File: src/include/led_drive_defines.svh
// Offsets, field positions, reset values and fixed-point constants.
// Assumes inclusion by bare name; definitions only.
`ifndef LED_DRIVE_DEFINES_SVH
`define LED_DRIVE_DEFINES_SVH

// ----------------------------------------------------------------------
// Register indices and byte addresses
// ----------------------------------------------------------------------
`define FIRST_DRIVE_IDX 8'h23
`define SECOND_DRIVE_IDX 8'h24
`define FINE_ADJUST_IDX 8'h25
`define ADDR_W 12
`define FIRST_DRIVE_ADDR 12'h08c
`define SECOND_DRIVE_ADDR 12'h090
`define FINE_ADJUST_ADDR 12'h094

// ----------------------------------------------------------------------
// Field positions
// ----------------------------------------------------------------------
`define SCALE_BIT 13
`define FIXED_ONE_BIT 12
`define EDGE_HI 6
`define EDGE_LO 4
`define COARSE_HI 3
`define COARSE_LO 0
`define FIRST_FINE_HI 4
`define FIRST_FINE_LO 0
`define SECOND_FINE_HI 10
`define SECOND_FINE_LO 6

// ----------------------------------------------------------------------
// Reset values
// ----------------------------------------------------------------------
`define DRIVE_RESET 16'h3000
`define FINE_CODE_RESET 5'h0c
`define FINE_ADJUST_RESET 16'h030c

// ----------------------------------------------------------------------
// Fixed-point figures, scaled by 1000 (milliamps or unitless)
// ----------------------------------------------------------------------
`define COARSE_BASE_MILLI 32'd28000
`define COARSE_STEP_MILLI 32'd15460
`define FINE_BASE_MILLI 32'd710
`define FINE_STEP_MILLI 32'd24
`define SCALE_BASE_MILLI 32'd400
`define SCALE_STEP_MILLI 32'd600

`endif

File: src/include/led_drive_pkg.sv
// Types shared by the LED drive configuration block.
// Assumes the defines header is compiled with it.
package led_drive_pkg;

  typedef struct packed {
    logic strength_full;
    logic [2:0] edge_rate_code;
    logic [3:0] coarse_code;
    logic [4:0] fine_code;
  } drive_setting_type;

  typedef struct packed {
    logic [31:0] coarse_micro;
    logic [31:0] fine_milli;
    logic [31:0] scale_milli;
  } drive_target_type;

endpackage : led_drive_pkg

File: src/rtl/led_target_calc.sv
// Peak current target of one LED sink from its coarse, fine and scale codes.
// Assumes codes from flip-flops on the same clock; result is registered.
`timescale 1ns/1ps
`include "led_drive_defines.svh"

module led_target_calc (
  input wire logic sys_clk,
  input wire logic rst,
  input wire logic clk_en,
  input wire led_drive_pkg::drive_setting_type setting,
  output led_drive_pkg::drive_target_type target
);

  typedef struct packed {
    led_drive_pkg::drive_target_type target;
  } state_type;

  state_type state_q;
  state_type state_d;

  always_comb
  begin
    state_d = state_q;
    state_d.target.coarse_micro = `COARSE_BASE_MILLI +
      `COARSE_STEP_MILLI * {28'h0000000, setting.coarse_code}; // [RL6] [RL7]
    state_d.target.fine_milli = `FINE_BASE_MILLI +
      `FINE_STEP_MILLI * {27'h0000000, setting.fine_code}; // [RL8] [RL9]
    state_d.target.scale_milli = `SCALE_BASE_MILLI +
      (setting.strength_full ? `SCALE_STEP_MILLI : 32'h0); // [RL3]
  end

  always_ff @(posedge sys_clk)
  begin
    if (rst)
      state_q <= '0;
    else if (clk_en)
      state_q <= state_d;
  end

  assign target = state_q.target;

endmodule : led_target_calc

File: src/rtl/axil_slave_port.sv
// AXI4-Lite slave handshake: captures one write and one read, answers OKAY
// or SLVERR. Assumes the register file decodes addresses combinationally.
`timescale 1ns/1ps

module axil_slave_port #(
  parameter int AW = 12
) (
  input wire logic sys_clk,
  input wire logic rst,
  input wire logic clk_en,
  input wire logic [AW-1:0] awaddr,
  input wire logic awvalid,
  output logic awready,
  input wire logic [31:0] wdata,
  input wire logic [3:0] wstrb,
  input wire logic wvalid,
  output logic wready,
  output logic [1:0] bresp,
  output logic bvalid,
  input wire logic bready,
  input wire logic [AW-1:0] araddr,
  input wire logic arvalid,
  output logic arready,
  output logic [31:0] rdata,
  output logic [1:0] rresp,
  output logic rvalid,
  input wire logic rready,
  output logic wr_go,
  output logic [AW-1:0] wr_addr,
  output logic [31:0] wr_data,
  output logic [3:0] wr_strb,
  input wire logic wr_ok,
  output logic [AW-1:0] rd_addr,
  input wire logic [31:0] rd_data,
  input wire logic rd_ok
);

  typedef struct packed {
    logic aw_have;
    logic w_have;
    logic [AW-1:0] waddr;
    logic [31:0] wdat;
    logic [3:0] wstr;
    logic bvalid;
    logic [1:0] bresp;
    logic rvalid;
    logic [31:0] rdata;
    logic [1:0] rresp;
  } state_type;

  state_type state_q;
  state_type state_d;
  logic go;

  // The register map needs at least eight address bits to be decoded.
  if (AW < 8)
  begin : g_aw_check
    $error("address width too narrow for the register map");
  end

  // A write commits the cycle both halves are held and no answer is pending.
  assign go = state_q.aw_have && state_q.w_have && !state_q.bvalid;

  always_comb
  begin
    state_d = state_q;
    if (awvalid && !state_q.aw_have)
    begin
      state_d.aw_have = 1'b1;
      state_d.waddr = awaddr;
    end
    if (wvalid && !state_q.w_have)
    begin
      state_d.w_have = 1'b1;
      state_d.wdat = wdata;
      state_d.wstr = wstrb;
    end
    if (go)
    begin
      state_d.aw_have = 1'b0;
      state_d.w_have = 1'b0;
      state_d.bvalid = 1'b1;
      state_d.bresp = wr_ok ? 2'h0 : 2'h2;
    end
    if (state_q.bvalid && bready)
      state_d.bvalid = 1'b0;
    if (arvalid && !state_q.rvalid)
    begin
      state_d.rvalid = 1'b1;
      state_d.rdata = rd_ok ? rd_data : 32'h0;
      state_d.rresp = rd_ok ? 2'h0 : 2'h2;
    end
    if (state_q.rvalid && rready)
      state_d.rvalid = 1'b0;
  end

  always_ff @(posedge sys_clk)
  begin
    if (rst)
      state_q <= '0;
    else if (clk_en)
      state_q <= state_d;
  end

  assign awready = !state_q.aw_have;
  assign wready = !state_q.w_have;
  assign bvalid = state_q.bvalid;
  assign bresp = state_q.bresp;
  assign arready = !state_q.rvalid;
  assign rvalid = state_q.rvalid;
  assign rdata = state_q.rdata;
  assign rresp = state_q.rresp;
  assign wr_go = go && clk_en;
  assign wr_addr = state_q.waddr;
  assign wr_data = state_q.wdat;
  assign wr_strb = state_q.wstr;
  assign rd_addr = araddr;

endmodule : axil_slave_port

File: src/rtl/led_drive_config_regs.sv
// Drive configuration registers of the first and second LED current sinks.
// Assumes an AXI4-Lite master on sys_clk; outputs feed analog LED drivers.
//
// Notes on behaviour
// RL1: Bit 13 of the first drive register selects full strength when set.
// RL2: Bit 13 of the second drive register, index second_led_drive_setting, means the same.
// RL3: The scale multiplier is 0.4 plus 0.6 times the strength bit.
// RL4: Bits 6 to 4 of the first register hold its edge rate, 0 slowest.
// RL5: Bits 6 to 4 of the second register hold its own edge rate code.
// RL6: Bits 3 to 0 of the first register give a coarse 28 + 15.46*code mA.
// RL7: The second coarse code in bits 3 to 0 decodes the same way.
// RL8: First peak is coarse*fine*scale, fine code in fine bits 4 to 0.
// RL9: Second peak uses the fine code in fine-adjust bits 10 to 6.
// RL10: Software writes reserved bits as zero, bit 12 as one.
// RL11: Each fine-adjust code resets to 0xc.
//
// Decided for this implementation: the AXI4-Lite interface to the registers.
`timescale 1ns/1ps
`include "led_drive_defines.svh"

module led_drive_config_regs (
  input wire logic sys_clk,
  input wire logic rst,
  input wire logic clk_en,
  input wire logic [`ADDR_W-1:0] s_axi_awaddr,
  input wire logic s_axi_awvalid,
  output logic s_axi_awready,
  input wire logic [31:0] s_axi_wdata,
  input wire logic [3:0] s_axi_wstrb,
  input wire logic s_axi_wvalid,
  output logic s_axi_wready,
  output logic [1:0] s_axi_bresp,
  output logic s_axi_bvalid,
  input wire logic s_axi_bready,
  input wire logic [`ADDR_W-1:0] s_axi_araddr,
  input wire logic s_axi_arvalid,
  output logic s_axi_arready,
  output logic [31:0] s_axi_rdata,
  output logic [1:0] s_axi_rresp,
  output logic s_axi_rvalid,
  input wire logic s_axi_rready,
  output logic first_low_power,
  output logic second_low_power,
  output led_drive_pkg::drive_setting_type first_emitter_output,
  output led_drive_pkg::drive_setting_type second_emitter_output,
  output led_drive_pkg::drive_target_type first_peak_target,
  output led_drive_pkg::drive_target_type second_peak_target
);

  // --------------------------------------------------------------------
  // State
  // --------------------------------------------------------------------
  typedef struct packed {
    logic [15:0] first_drive;
    logic [15:0] second_drive;
    logic [15:0] fine_adjust;
    led_drive_pkg::drive_setting_type first_set;
    led_drive_pkg::drive_setting_type second_set;
    logic first_lp;
    logic second_lp;
  } state_type;

  state_type state_q;
  state_type state_d;

  logic wr_go;
  logic [`ADDR_W-1:0] wr_addr;
  logic [31:0] wr_data;
  logic [3:0] wr_strb;
  logic wr_ok;
  logic [`ADDR_W-1:0] rd_addr;
  logic [31:0] rd_data;
  logic rd_ok;

  axil_slave_port #(
    .AW(`ADDR_W)
  ) bus (
    .sys_clk(sys_clk),
    .rst(rst),
    .clk_en(clk_en),
    .awaddr(s_axi_awaddr),
    .awvalid(s_axi_awvalid),
    .awready(s_axi_awready),
    .wdata(s_axi_wdata),
    .wstrb(s_axi_wstrb),
    .wvalid(s_axi_wvalid),
    .wready(s_axi_wready),
    .bresp(s_axi_bresp),
    .bvalid(s_axi_bvalid),
    .bready(s_axi_bready),
    .araddr(s_axi_araddr),
    .arvalid(s_axi_arvalid),
    .arready(s_axi_arready),
    .rdata(s_axi_rdata),
    .rresp(s_axi_rresp),
    .rvalid(s_axi_rvalid),
    .rready(s_axi_rready),
    .wr_go(wr_go),
    .wr_addr(wr_addr),
    .wr_data(wr_data),
    .wr_strb(wr_strb),
    .wr_ok(wr_ok),
    .rd_addr(rd_addr),
    .rd_data(rd_data),
    .rd_ok(rd_ok)
  );

  // --------------------------------------------------------------------
  // Byte-lane merge
  // --------------------------------------------------------------------
  function automatic logic [15:0] merge(input logic [15:0] old,
                                        input logic [31:0] data,
                                        input logic [3:0] strb);
    logic [15:0] r;
    r = old;
    if (strb[0])
      r[7:0] = data[7:0];
    if (strb[1])
      r[15:8] = data[15:8];
    return r;
  endfunction : merge

  // --------------------------------------------------------------------
  // Decode and next state
  // --------------------------------------------------------------------
  always_comb
  begin
    wr_ok = (wr_addr == `FIRST_DRIVE_ADDR) ||
            (wr_addr == `SECOND_DRIVE_ADDR) ||
            (wr_addr == `FINE_ADJUST_ADDR);
    rd_ok = 1'b1;
    case (rd_addr)
      `FIRST_DRIVE_ADDR: rd_data = {16'h0000, state_q.first_drive};
      `SECOND_DRIVE_ADDR: rd_data = {16'h0000, state_q.second_drive};
      `FINE_ADJUST_ADDR: rd_data = {16'h0000, state_q.fine_adjust};
      default:
      begin
        rd_data = 32'h0;
        rd_ok = 1'b0;
      end
    endcase
  end

  // Reserved bits are stored as written; their correct values are left
  // to software, so a read shows bits 15 to 0 as last written and bits 31 to 16 as zero. [RL10]
  always_comb
  begin
    state_d = state_q;
    if (wr_go && wr_addr == `FIRST_DRIVE_ADDR)
      state_d.first_drive = merge(state_q.first_drive, wr_data, wr_strb);
    if (wr_go && wr_addr == `SECOND_DRIVE_ADDR)
      state_d.second_drive = merge(state_q.second_drive, wr_data, wr_strb);
    if (wr_go && wr_addr == `FINE_ADJUST_ADDR)
      state_d.fine_adjust = merge(state_q.fine_adjust, wr_data, wr_strb);
    state_d.first_set.strength_full = state_q.first_drive[`SCALE_BIT]; // [RL1]
    state_d.first_set.edge_rate_code =
      state_q.first_drive[`EDGE_HI:`EDGE_LO]; // [RL4]
    state_d.first_set.coarse_code =
      state_q.first_drive[`COARSE_HI:`COARSE_LO]; // [RL6]
    state_d.first_set.fine_code =
      state_q.fine_adjust[`FIRST_FINE_HI:`FIRST_FINE_LO]; // [RL8]
    state_d.second_set.strength_full =
      state_q.second_drive[`SCALE_BIT]; // [RL2]
    state_d.second_set.edge_rate_code =
      state_q.second_drive[`EDGE_HI:`EDGE_LO]; // [RL5]
    state_d.second_set.coarse_code =
      state_q.second_drive[`COARSE_HI:`COARSE_LO]; // [RL7]
    state_d.second_set.fine_code =
      state_q.fine_adjust[`SECOND_FINE_HI:`SECOND_FINE_LO]; // [RL9]
    state_d.first_lp = !state_q.first_drive[`SCALE_BIT]; // [RL1]
    state_d.second_lp = !state_q.second_drive[`SCALE_BIT]; // [RL2]
  end

  always_ff @(posedge sys_clk)
  begin
    if (rst)
    begin
      state_q.first_drive <= `DRIVE_RESET;
      state_q.second_drive <= `DRIVE_RESET;
      state_q.fine_adjust <= `FINE_ADJUST_RESET; // [RL11]
      state_q.first_set <= {1'b1, 3'h0, 4'h0, `FINE_CODE_RESET};
      state_q.second_set <= {1'b1, 3'h0, 4'h0, `FINE_CODE_RESET};
      state_q.first_lp <= 1'b0;
      state_q.second_lp <= 1'b0;
    end
    else if (clk_en)
      state_q <= state_d;
  end

  // --------------------------------------------------------------------
  // Targets
  // --------------------------------------------------------------------
  led_target_calc first_calc (
    .sys_clk(sys_clk),
    .rst(rst),
    .clk_en(clk_en),
    .setting(state_q.first_set),
    .target(first_peak_target)
  );

  led_target_calc second_calc (
    .sys_clk(sys_clk),
    .rst(rst),
    .clk_en(clk_en),
    .setting(state_q.second_set),
    .target(second_peak_target)
  );

  assign first_emitter_output = state_q.first_set;
  assign second_emitter_output = state_q.second_set;
  assign first_low_power = state_q.first_lp;
  assign second_low_power = state_q.second_lp;

  // --------------------------------------------------------------------
  // Checks
  // --------------------------------------------------------------------
  // Target checks skip the release edge: the targets still hold their
  // cleared reset value for one edge after reset lets go.
  a_first_scale_lp: assert property (@(posedge sys_clk) // [RL1]
    disable iff (rst)
    clk_en |=> first_low_power == !$past(state_q.first_drive[13]))
    else $error("first low power does not follow strength bit");

  a_second_scale_lp: assert property (@(posedge sys_clk) // [RL2]
    disable iff (rst)
    clk_en |=> second_low_power == !$past(state_q.second_drive[13]))
    else $error("second low power does not follow strength bit");

  a_scale_value: assert property (@(posedge sys_clk) // [RL3]
    disable iff (rst)
    clk_en && !rst |=> first_peak_target.scale_milli ==
      ($past(state_q.first_set.strength_full) ? 32'd1000 : 32'd400))
    else $error("scale multiplier wrong");

  a_first_edge_rate: assert property (@(posedge sys_clk) // [RL4]
    disable iff (rst)
    clk_en |=> first_emitter_output.edge_rate_code ==
      $past(state_q.first_drive[6:4]))
    else $error("first edge rate field wrong");

  a_second_edge_rate: assert property (@(posedge sys_clk) // [RL5]
    disable iff (rst)
    clk_en |=> second_emitter_output.edge_rate_code ==
      $past(state_q.second_drive[6:4]))
    else $error("second edge rate field wrong");

  a_first_coarse_ma: assert property (@(posedge sys_clk) // [RL6]
    disable iff (rst)
    clk_en && !rst |=> first_peak_target.coarse_micro == 32'd28000 +
      32'd15460 * {28'h0, $past(state_q.first_set.coarse_code)})
    else $error("first coarse target wrong");

  a_second_coarse_ma: assert property (@(posedge sys_clk) // [RL7]
    disable iff (rst)
    clk_en && !rst |=> second_peak_target.coarse_micro == 32'd28000 +
      32'd15460 * {28'h0, $past(state_q.second_set.coarse_code)})
    else $error("second coarse target wrong");

  a_first_fine_mult: assert property (@(posedge sys_clk) // [RL8]
    disable iff (rst)
    (clk_en && !rst) ##1 clk_en |=> first_peak_target.fine_milli ==
      32'd710 + 32'd24 * {27'h0, $past(state_q.fine_adjust[4:0], 2)})
    else $error("first fine multiplier wrong");

  a_second_fine_mult: assert property (@(posedge sys_clk) // [RL9]
    disable iff (rst)
    (clk_en && !rst) ##1 clk_en |=> second_peak_target.fine_milli ==
      32'd710 + 32'd24 * {27'h0, $past(state_q.fine_adjust[10:6], 2)})
    else $error("second fine multiplier wrong");

  a_fine_reset: assert property (@(posedge sys_clk) // [RL11]
    $past(rst) |-> state_q.fine_adjust[4:0] == 5'h0c &&
      state_q.fine_adjust[10:6] == 5'h0c)
    else $error("fine codes not reset to 0xc");

  a_emitter_reset: assert property (@(posedge sys_clk) // [RL11]
    $past(rst) |-> first_emitter_output.fine_code == 5'h0c &&
      second_emitter_output.fine_code == 5'h0c)
    else $error("emitter fine codes not reset to 0xc");

  a_first_low_store: assert property (@(posedge sys_clk) // [RL4] [RL6]
    disable iff (rst)
    wr_go && wr_addr == `FIRST_DRIVE_ADDR && wr_strb[0] |=>
      state_q.first_drive[7:0] == $past(wr_data[7:0]))
    else $error("first drive low byte not stored");

  a_first_high_store: assert property (@(posedge sys_clk) // [RL1]
    disable iff (rst)
    wr_go && wr_addr == `FIRST_DRIVE_ADDR && wr_strb[1] |=>
      state_q.first_drive[15:8] == $past(wr_data[15:8]))
    else $error("first drive high byte not stored");

  a_second_store: assert property (@(posedge sys_clk) // [RL2] [RL5] [RL7]
    disable iff (rst)
    wr_go && wr_addr == `SECOND_DRIVE_ADDR && wr_strb[1:0] == 2'h3 |=>
      state_q.second_drive == $past(wr_data[15:0]))
    else $error("second drive word not stored");

  a_fine_store: assert property (@(posedge sys_clk) // [RL8] [RL9]
    disable iff (rst)
    wr_go && wr_addr == `FINE_ADJUST_ADDR && wr_strb[1:0] == 2'h3 |=>
      state_q.fine_adjust == $past(wr_data[15:0]))
    else $error("fine adjust word not stored");

  a_freeze_state: assert property (@(posedge sys_clk)
    disable iff (rst)
    !clk_en && !rst |=> $stable(state_q) && $stable(first_peak_target) &&
      $stable(second_peak_target) && $stable(s_axi_bvalid))
    else $error("state moved while the clock enable was low");

  a_write_release: assert property (@(posedge sys_clk)
    disable iff (rst)
    s_axi_bvalid && s_axi_bready && clk_en && !rst |=> !s_axi_bvalid)
    else $error("write answer not withdrawn after it was taken");

  a_read_release: assert property (@(posedge sys_clk)
    disable iff (rst)
    s_axi_rvalid && s_axi_rready && clk_en && !rst |=> !s_axi_rvalid)
    else $error("read answer not withdrawn after it was taken");

  a_read_answer: assert property (@(posedge sys_clk)
    disable iff (rst)
    s_axi_arvalid && s_axi_arready && clk_en && !rst |=> s_axi_rvalid)
    else $error("read answer missing one edge after the request");

  a_unmapped_error: assert property (@(posedge sys_clk)
    disable iff (rst)
    wr_go && !wr_ok |=> s_axi_bvalid && s_axi_bresp == 2'h2)
    else $error("unmapped write not answered with an error");

endmodule : led_drive_config_regs

File: config.mk
export PLATFORM = sky130hd
export DESIGN_NAME = led_drive_config_regs
export DESIGN_NICKNAME = d
export VERILOG_FILES = /design/src/include/led_drive_pkg.sv /design/src/rtl/led_target_calc.sv /design/src/rtl/axil_slave_port.sv /design/src/rtl/led_drive_config_regs.sv
export VERILOG_INCLUDE_DIRS = /design/src /design/src/include
export SDC_FILE = /design/constraint.sdc
export NUM_CORES = 1
export LEC_CHECK = 0
export ABC_CLOCK_PERIOD_IN_PS = 6700
export BUFFER_PORTS_ARGS = -buffer_cell sky130_fd_sc_hd__buf_2
export CAP_MARGIN = 30
export CORE_MARGIN = 4
export CORE_UTILIZATION = 30
export DETAILED_ROUTE_END_ITERATION = 12
export PLACE_DENSITY = 0.55
export SYNTH_ARGS = -nofsm -noshare
export SYNTH_HDL_FRONTEND = slang
export SYNTH_SLANG_ARGS = --single-unit
File: constraint.sdc
create_clock -name sys_clk -period 6.7 [get_ports sys_clk]
set_input_delay 0.335 -clock sys_clk [delete_from_list [all_inputs] [get_ports sys_clk]]
set_output_delay 0.335 -clock sys_clk [all_outputs]
set_load 0.02 [all_outputs]
---- After elaboration in Yosys (flattened, before gate mapping) ----
Index checks and enable logic that the tools add are counted.
storage, ports and cells
  input bits .............................. 68
  register bits ........................... 338
  word-level logic and storage cells ...... 100
  output and inout port bits .............. 261
operators by class
  multiply operators ...................... 4
  reduce and logical (&&, ||, !) cells .... 38
  equality and inequality tests ........... 6
  add/subtract/negate cells ............... 6
  multiplexer cells ....................... 14
operator list
  cell                                                                     number
  12-bit by 8-bit equality test with 1-bit output (second input constant)  6
  9-bit by 32-bit adder with 32-bit output (first input constant)          2
  16-bit one-hot mux with 3 select lines                                   1
  15-bit by 18-bit adder with 19-bit output (first input constant)         2
  35-bit two-way mux                                                       1
  12-bit by 4-bit multiplier with 16-bit output (first input constant)     2
  10-bit by 10-bit adder with 11-bit output (first input constant)         2
  10-bit two-way mux                                                       2
  3-bit AND reduction                                                      6
  16-bit two-way mux                                                       1
  2-bit AND reduction                                                      8
  2-bit by 5-bit multiplier with 7-bit output (first input constant)       2
  1-bit logical AND                                                        11
  2-bit nonzero test                                                       4
  1-bit logical NOT                                                        6
  2-bit two-way mux                                                        3
  1-bit two-way mux                                                        5
  3-bit two-way mux                                                        1
  3-bit OR reduction                                                       1
  1-bit logical OR                                                         2

---- Longest topological paths before layout ----
Gate-level depths: netlist (run 1).
  depth after elaboration ................. 6
  mapped depth ............................ 12
  gate-level depth less buffers ........... 12

---- Modules after synthesis ----
From an unflattened synthesis (run 1), not the netlist that was laid out.
second synthesis, totals
  cells, all modules ...................... 1440
  area, all modules ....................... 13340.3 µm²
by module, submodules not included
  module                         seq. area each (µm²)  times used  cells an instance  area each (µm²)
  axil_slave_port                1721.7                1           477                4684.5
  led_drive_config_regs          1521.5                1           380                3557.2
  led_target_calc (first_calc)   560.5                 1           291                2580.0
  led_target_calc (second_calc)  560.5                 1           292                2518.7

---- Worst setup path after synthesis (run 1) ----
OpenSTA, ideal clock, no wires.
  path kind ............................... reg2reg
  start ................................... register state_q, in the netlist first_emitter_output[7]
  end ..................................... register first_calc.state_q, in the netlist first_calc.target[81]
  stages on the path, launching flop included .. 10
  buffers on the path ..................... 0
  setup time .............................. 91 ps
  period minus slack after synthesis ...... 3269 ps
  slack ................................... 3431 ps
  arrival time ............................ 3178 ps
  required time ........................... 6609 ps
  cell sequence ........................... dfxtp_1 fa_1 fa_1 ha_1 nand4_1 o211ai_1 xor2_2 nor3_2 or4_1 a311oi_1
between the ends
  longest elaborated chain between the ends .. 2
ends and longest elaborated chain
  element                                                  RTL line                      RTL
  start, declared                                          led_drive_config_regs.sv:63   state_type state_q;
  start signal, assigned                                   led_drive_config_regs.sv:187  state_q <= state_d;
  12-bit by 4-bit multiplier with 16-bit output (no line)  --
  15-bit by 18-bit adder with 19-bit output (no line)      --
  end signal, assigned                                     led_target_calc.sv:37         state_q <= state_d;
  end, declared                                            led_target_calc.sv:18         state_type state_q;
Every way passes these cells.
A chain may end at the register's enable or synchronous reset.

---- Worst setup path after layout (run 1) ----
  start ................................... register state_q, in the netlist first_emitter_output[5]
  end ..................................... register first_calc.state_q, in the netlist first_calc.target[81]
Same word-level chain as after synthesis.

==> results.json, run 1 <==
{
  "worst_slew_pin_slew_ns": 0.877,
  "cts_tree": "built",
  "clock_path_buffers": 2,
  "cap_violations": 0,
  "grt_pass1_vias": 7246,
  "nets": 1422,
  "critPathCaptureType": "register",
  "wire_per_inst_um": 14.9,
  "die_area_um2": 36900,
  "p_per_area_nw_per_um2": 221,
  "grt_max_degree": 93,
  "post-route-drc-count": 0,
  "synth_area_per_cell_um2": 8.45,
  "cp_common_cell": "ha_1",
  "whs_path_depth": 3,
  "synth_top_area_share_pct": 36.0,
  "worstSetupPathType": "reg -> reg",
  "grt_pass1_wl_um": 40100,
  "ant_nets": 0,
  "final_util_pct": 33.1,
  "worstPathArrival_ns": 4.00,
  "synthCells": 1205,
  "vdd_drop_max_uv": 189,
  "place.gp.congestion": 0.821,
  "min_period_ns": 3.65,
  "setup.worst_path.start_class": "register",
  "worst-path-buf-inv": 1,
  "cp_top_family": "adder cells",
  "ys_async_sr_fraction_pct": 0,
  "synthTopCellsByCount": "199 x buf_4, 183 x dfxtp_1, 171 x nand2_1, 124 x nor2_1, 101 x a21oi_1",
  "hpwl_um": 19200,
  "synth_area_leaders": "dfxtp_1 36%, buf_4 15%, nand2_1 6.3%",
  "cts_root_buf": "clkbuf_16",
  "synth.most_common_cell": "buf_4",
  "yosysSeqAreaShare_pct": 36.0,
  "report.final.slew_viol_count": 0,
  "rsz0062_at_grt": "false",
  "synth_top_area_cell": "dfxtp_1",
  "cp_data_required_time_ns": 7.05,
  "setup_viol": 0,
  "fp.dieH_um": 192,
  "portBuffers": 168,
  "n_antenna_cell": 0,
  "ys.flop_type": "dfxtp_1",
  "drtPass1Iterations": 5,
  "fin_crit_sh_pct": 54.5,
  "max_slew_margin_pct": 41.1,
  "crit_path_max_fanout": 8,
  "crit_chain": "ha_1 > ha_1 > fa_1 > a21oi_1 > xnor2_1 > inv_1 > a32oi_2 > nor3_2 > or4_1 > a311oi_1",
  "r2r_cells": 10,
  "status": "complete, no violations",
  "synth_edf_count": 0,
  "ys_ff_latch": 183,
  "start_util_pct": 30.4,
  "drive_above_1_share_pct": 17.0,
  "drt-initial-drc-count": 555,
  "place_ws_ns": 3.05,
  "hold_violations": 0,
  "post_cts_buffers": 0,
  "finClkSkew_ns": 0.00895,
  "grt.overflow.total": 0,
  "fin_ws_ns": 3.05,
  "die_x_um": 192,
  "fmax_mhz": 274,
  "clk_pin_slew_ns": 0.07,
  "cts.hold.buffers_added": 0,
  "syn2layout_area_growth_pct": 9.21,
  "synth_area_um2": 10200,
  "path_depth": 10,
  "row_count": 67,
  "grt_usage_pct": 13.8,
  "vias": 7743,
  "yosysWarnings": 0,
  "cts.sinks": 183,
  "wl_um": 26200,
  "hp-class": "in -> reg",
  "post_cts_resize_count": 0,
  "max_stage_delay_ns": 0.59,
  "fin_setup_tns_ns": 0,
  "insertion_delay_ns": 0.44,
  "h-tree-depth": 4,
  "ys_types": 67,
  "cts_buffers": 17,
  "via_per_inst": 4.41,
  "ios": 329,
  "slowest_stage": "dfxtp_1",
  "antenna_found_initial": 0,
  "leakagePower_uw": 0.00506,
  "coreArea_um2": 33500
}
## state kept, by name, indices dropped and copies added, names as in the netlist
signal                 cells
bus.rdata                 16
bus.wr_strb                2
first_emitter_output      13
bus.rresp                  1
second_low_power           1
bus.rvalid                 1
second_emitter_output     13
second_calc.target        27
bus.bvalid                 1
first_low_power            1
state_q                   22
first_calc.target         28
bus.wr_data               16
bus.bresp                  1
state_d                   26
bus.state_q                2
bus.wr_addr               12
## final timing paths
| check | to | slack [ns] | from |
|---|---|---|---|
| setup / recovery | first_calc.target[81] | 3.05 | first_emitter_output[5] |
| setup reg to reg | first_calc.target[81] | 3.05 | first_emitter_output[5] |
| hold / removal | bus.wr_data[4] | 0.12 | s_axi_wdata[4] |
| hold reg to reg | state_q[43] | 0.45 | state_q[43] |
## final cells by class
class	instances	area, um2
timing repair buffer	176	930
clock buffer	20	437
clock inverter	12	166
tap	448	561
inverter	36	135
sequential	183	3660
multi-input combinational	879	5220
fill	3594	22400
## stage by stage
| step | cell area (um2) | instances | power, uW | hold WS [ns] |
|---|---|---|---|---|
| after detailed placement | 10500 | 1721 | 1430 | 0.447 |
| final | 11100 | 1754 | 2460 | 0.124 |
| after floorplan | 10700 | 1346 | 1430 | 0.431 |
| after CTS | 11100 | 1753 | 2490 | 0.103 |
| after global routing | 11100 | 1754 | 2560 | 0.107 |
| after global placement | 10500 | 1720 | 1420 | 0.437 |
## power by group
part | internal, uW | switching (uW)
Clock | 595 | 461
Sequential | 1120 | 22.9
Combinational | 67.3 | 197
## cell families (layout without fill, tap and decap cells)
group	after synthesis	after routing	synth area share, %
mux	52	52	5.11
simple gates	373	373	15.5
other cells	1	142	0.0368
compound gates	209	209	13.4
fa+ha+maj	61	61	8.24
buf+inv	284	244	17.9
flops	183	183	36.0
xor+xnor	42	42	3.76
## metal layers
metal  global-route usage [%]  share of wire, %  routed length [um]
met2                     21.9                46               12100
met5                        0                 0                   0
met3                     3.71               6.7                1760
met4                     3.54               1.1                 285
met1                     18.6                46               12100
## layout by cell type (no fill, tap or decap), types with 4 or more instances in the layout
cell type / synthesis / layout
a211oi_1: 21 / 21
a21o_1: 5 / 5
a21oi_1: 101 / 101
a222oi_1: 16 / 16
a31oi_1: 5 / 5
and3_1: 9 / 9
buf_2: 6 / 166
buf_4: 199 / 8
clkbuf_16: 0 / 17
conb_1: 1 / 142
dfxtp_1: 183 / 183
fa_1: 10 / 10
ha_1: 51 / 51
inv_1: 34 / 34
mux2i_1: 52 / 52
nand2_1: 171 / 171
nand2b_1: 7 / 7
nand3_1: 23 / 23
nand4_1: 5 / 5
nor2_1: 124 / 124
nor2b_1: 4 / 4
nor3_1: 12 / 12
o211ai_1: 11 / 11
o21ai_0: 8 / 8
o21ai_1: 6 / 6
xnor2_1: 26 / 26
xor2_1: 14 / 14
## tightest hold or removal path, delay by kind of cell
family	cells	cell delay, ns
buffers and inverters	1	0.09
and+or+nand+nor	1	0.04
AOI/OAI and AO/OA	1	0.05
Power figures use the tool's default switching activity.
==> inputs of run 2 (changes only) <==
--- a/config.mk
+++ b/config.mk
@@ -6,7 +6,7 @@
 export SDC_FILE = /design/constraint.sdc
 export NUM_CORES = 1
 export LEC_CHECK = 0
-export ABC_CLOCK_PERIOD_IN_PS = 6700
+export ABC_CLOCK_PERIOD_IN_PS = 3400
 export BUFFER_PORTS_ARGS = -buffer_cell sky130_fd_sc_hd__buf_2
 export CAP_MARGIN = 30
 export CORE_MARGIN = 4
==> constraint.sdc (replaced) <==
create_clock -name sys_clk -period 3.4 [get_ports sys_clk]
set_input_delay 0.17 -clock sys_clk [delete_from_list [all_inputs] [get_ports sys_clk]]
set_output_delay 0.17 -clock sys_clk [all_outputs]
set_load 0.02 [all_outputs]
==> results.json, run 2 (synthesized netlist as in run 1, its figures left out) <==
{
  "status": "complete, no violations",
  "p_seq_share_pct": 46.9,
  "clockPowerShare_pct": 41.6,
  "report.final.slew_viol_count": 0,
  "cts.sinks": 183,
  "vdd_drop_max_uv": 353,
  "clk_pin_slew_ns": 0.07,
  "crit_path_max_fanout": 5,
  "ff2ff_setup_slack_ns": 0.12,
  "ios": 329,
  "wl_um": 26500,
  "via_per_inst": 4.41,
  "multi_input_area_um2": 5260,
  "drt-initial-drc-count": 563,
  "leakagePower_uw": 0.00528,
  "grt_max_degree": 166,
  "critPathCaptureType": "register",
  "clock_path_buffers": 2,
  "min_period_ns": 3.28,
  "mostFrequentLayoutCells": "181 x dfxtp_1, 171 x nand2_1, 166 x buf_2, 142 x conb_1, 124 x nor2_1",
  "die_x_um": 192,
  "final_common_cell": "dfxtp_1",
  "gr-max-usage-layer": "met2",
  "met1_usage_pct": 18.4,
  "place_ws_ns": 0.0120,
  "swShare_pct": 28.0,
  "holdWs_ns": 0.0265,
  "die_area_um2": 36900,
  "whs_path_depth": 3,
  "total_power_uw": 4790,
  "cp_data_required_time_ns": 3.76,
  "vias": 7953,
  "r2r_cells": 9,
  "n_antenna_cell": 0,
  "use_met2_pct": 22.1,
  "place.gp.congestion": 0.819,
  "cts_root_buf": "clkbuf_16",
  "hp-class": "in -> reg",
  "max_slew_margin_pct": 47.2,
  "portBuffers": 168,
  "wire_per_inst_um": 14.7,
  "ant_nets": 0,
  "total_switching_power_uw": 1340,
  "final_util_pct": 34.5,
  "coreArea_um2": 33500,
  "cap_violations": 0,
  "antenna_found_initial": 0,
  "grt_pass1_wl_um": 40100,
  "dp.cells": 1739,
  "cts_tree": "built",
  "start_util_pct": 30.4,
  "grt.overflow.total": 0,
  "combPwrFrac_pct": 11.5,
  "worstSetupPathType": "reg -> reg",
  "insertion_delay_ns": 0.45,
  "h-tree-depth": 4,
  "worstPathArrival_ns": 3.64,
  "setup_viol": 0,
  "drive_above_1_share_pct": 18.4,
  "worst_slew_pin_slew_ns": 0.792,
  "fin_crit_sh_pct": 96.4,
  "rsz0062_at_grt": "true",
  "fill_cells": 3536,
  "hold_violations": 0,
  "fp.dieH_um": 192,
  "finClkSkew_ns": 0.0148,
  "grt_usage_pct": 13.9,
  "cts_buffers": 17,
  "nets": 1473,
  "fin_ws_ns": 0.121,
  "final_cells": 1804,
  "hpwl_um": 19200,
  "p_int_uw": 3450,
  "drtPass1Iterations": 5,
  "final-seq-area_um2": 3670,
  "largest_reg_flops": 28,
  "use_met3_pct": 3.96,
  "row_count": 67,
  "setup.worst_path.start_class": "register",
  "p_per_area_nw_per_um2": 413,
  "fmax_mhz": 305,
  "grt_pass1_vias": 7220,
  "syn2layout_area_growth_pct": 13.8,
  "post-route-drc-count": 0
}
## run 2: cell count changes in the layout (fill, tap and decap cells not counted), sizes merged
cell,before,now
buf,176,195
clkbuf,20,18
clkinvlp,3,1
bufinv,3,2
clkinv,3,7
dlygate4sd3,0,32
## run 2: worst max-delay path: stages, from the launching register on
cell	delay, ns
dfxtp_2	0.36
fa_1	0.56
fa_1	0.47
ha_4	0.31
nand4_1	0.10
o211ai_1	0.29
xor2_2	0.23
nor3_2	0.09
or4_4	0.54
a311oi_2	0.25
## run 2: path summary, 6_finish.rpt
| path | from | to |
|---|---|---|
| hold / removal | s_axi_wvalid | bus.state_q[86] |
| setup reg to reg | first_emitter_output[7] | first_calc.target[81] |
| hold reg to reg | bus.wr_addr[8] | bus.wr_addr[8] |
| setup / recovery | first_emitter_output[7] | first_calc.target[81] |
## run 2: layout make-up
class,instances,share of cell area [%]
inverter,36,1.17
sequential,183,31.7
clock buffer,18,3.71
timing repair buffer,227,12.0
multi-input combinational,879,45.4
tap,448,4.84
clock inverter,13,1.26
## run 2: what timing repair did
action | 4_1_cts | 5_1_grt
resized for setup | 1 | 6
pin swaps | 0 | 6
endpoints found under the hold margin | 32 | 0
hold buffers | 32 | 0
endpoints found under the setup margin | 1 | 4
setup buffers | 0 | 2
## run 2: per-stage QoR
stage | instance area [um2] | setup TNS [ns]
after floorplan | 10700 | 0
after global placement | 10600 | 0
after detailed placement | 10600 | 0
after CTS | 11500 | 0
after global routing | 11600 | -0.0172
final | 11600 | 0
## run 2: power by group through the flow
stage               clock network [uW]  registers, uW  logic [uW]
CTS                               2060           2250         551
floorplan                            0           2320         488
global route                      2150           2250         605
detailed placement                   0           2290         521
finish                            1990           2240         550
global placement                     0           2290         518
## run 2: metal layers
layer  vias to the layer above  wire length (um)
li1                       4018                 -
met1                      3666             12000
met2                       246             12400
met3                        23              1720
met4                         0               379
met5                         -                 0
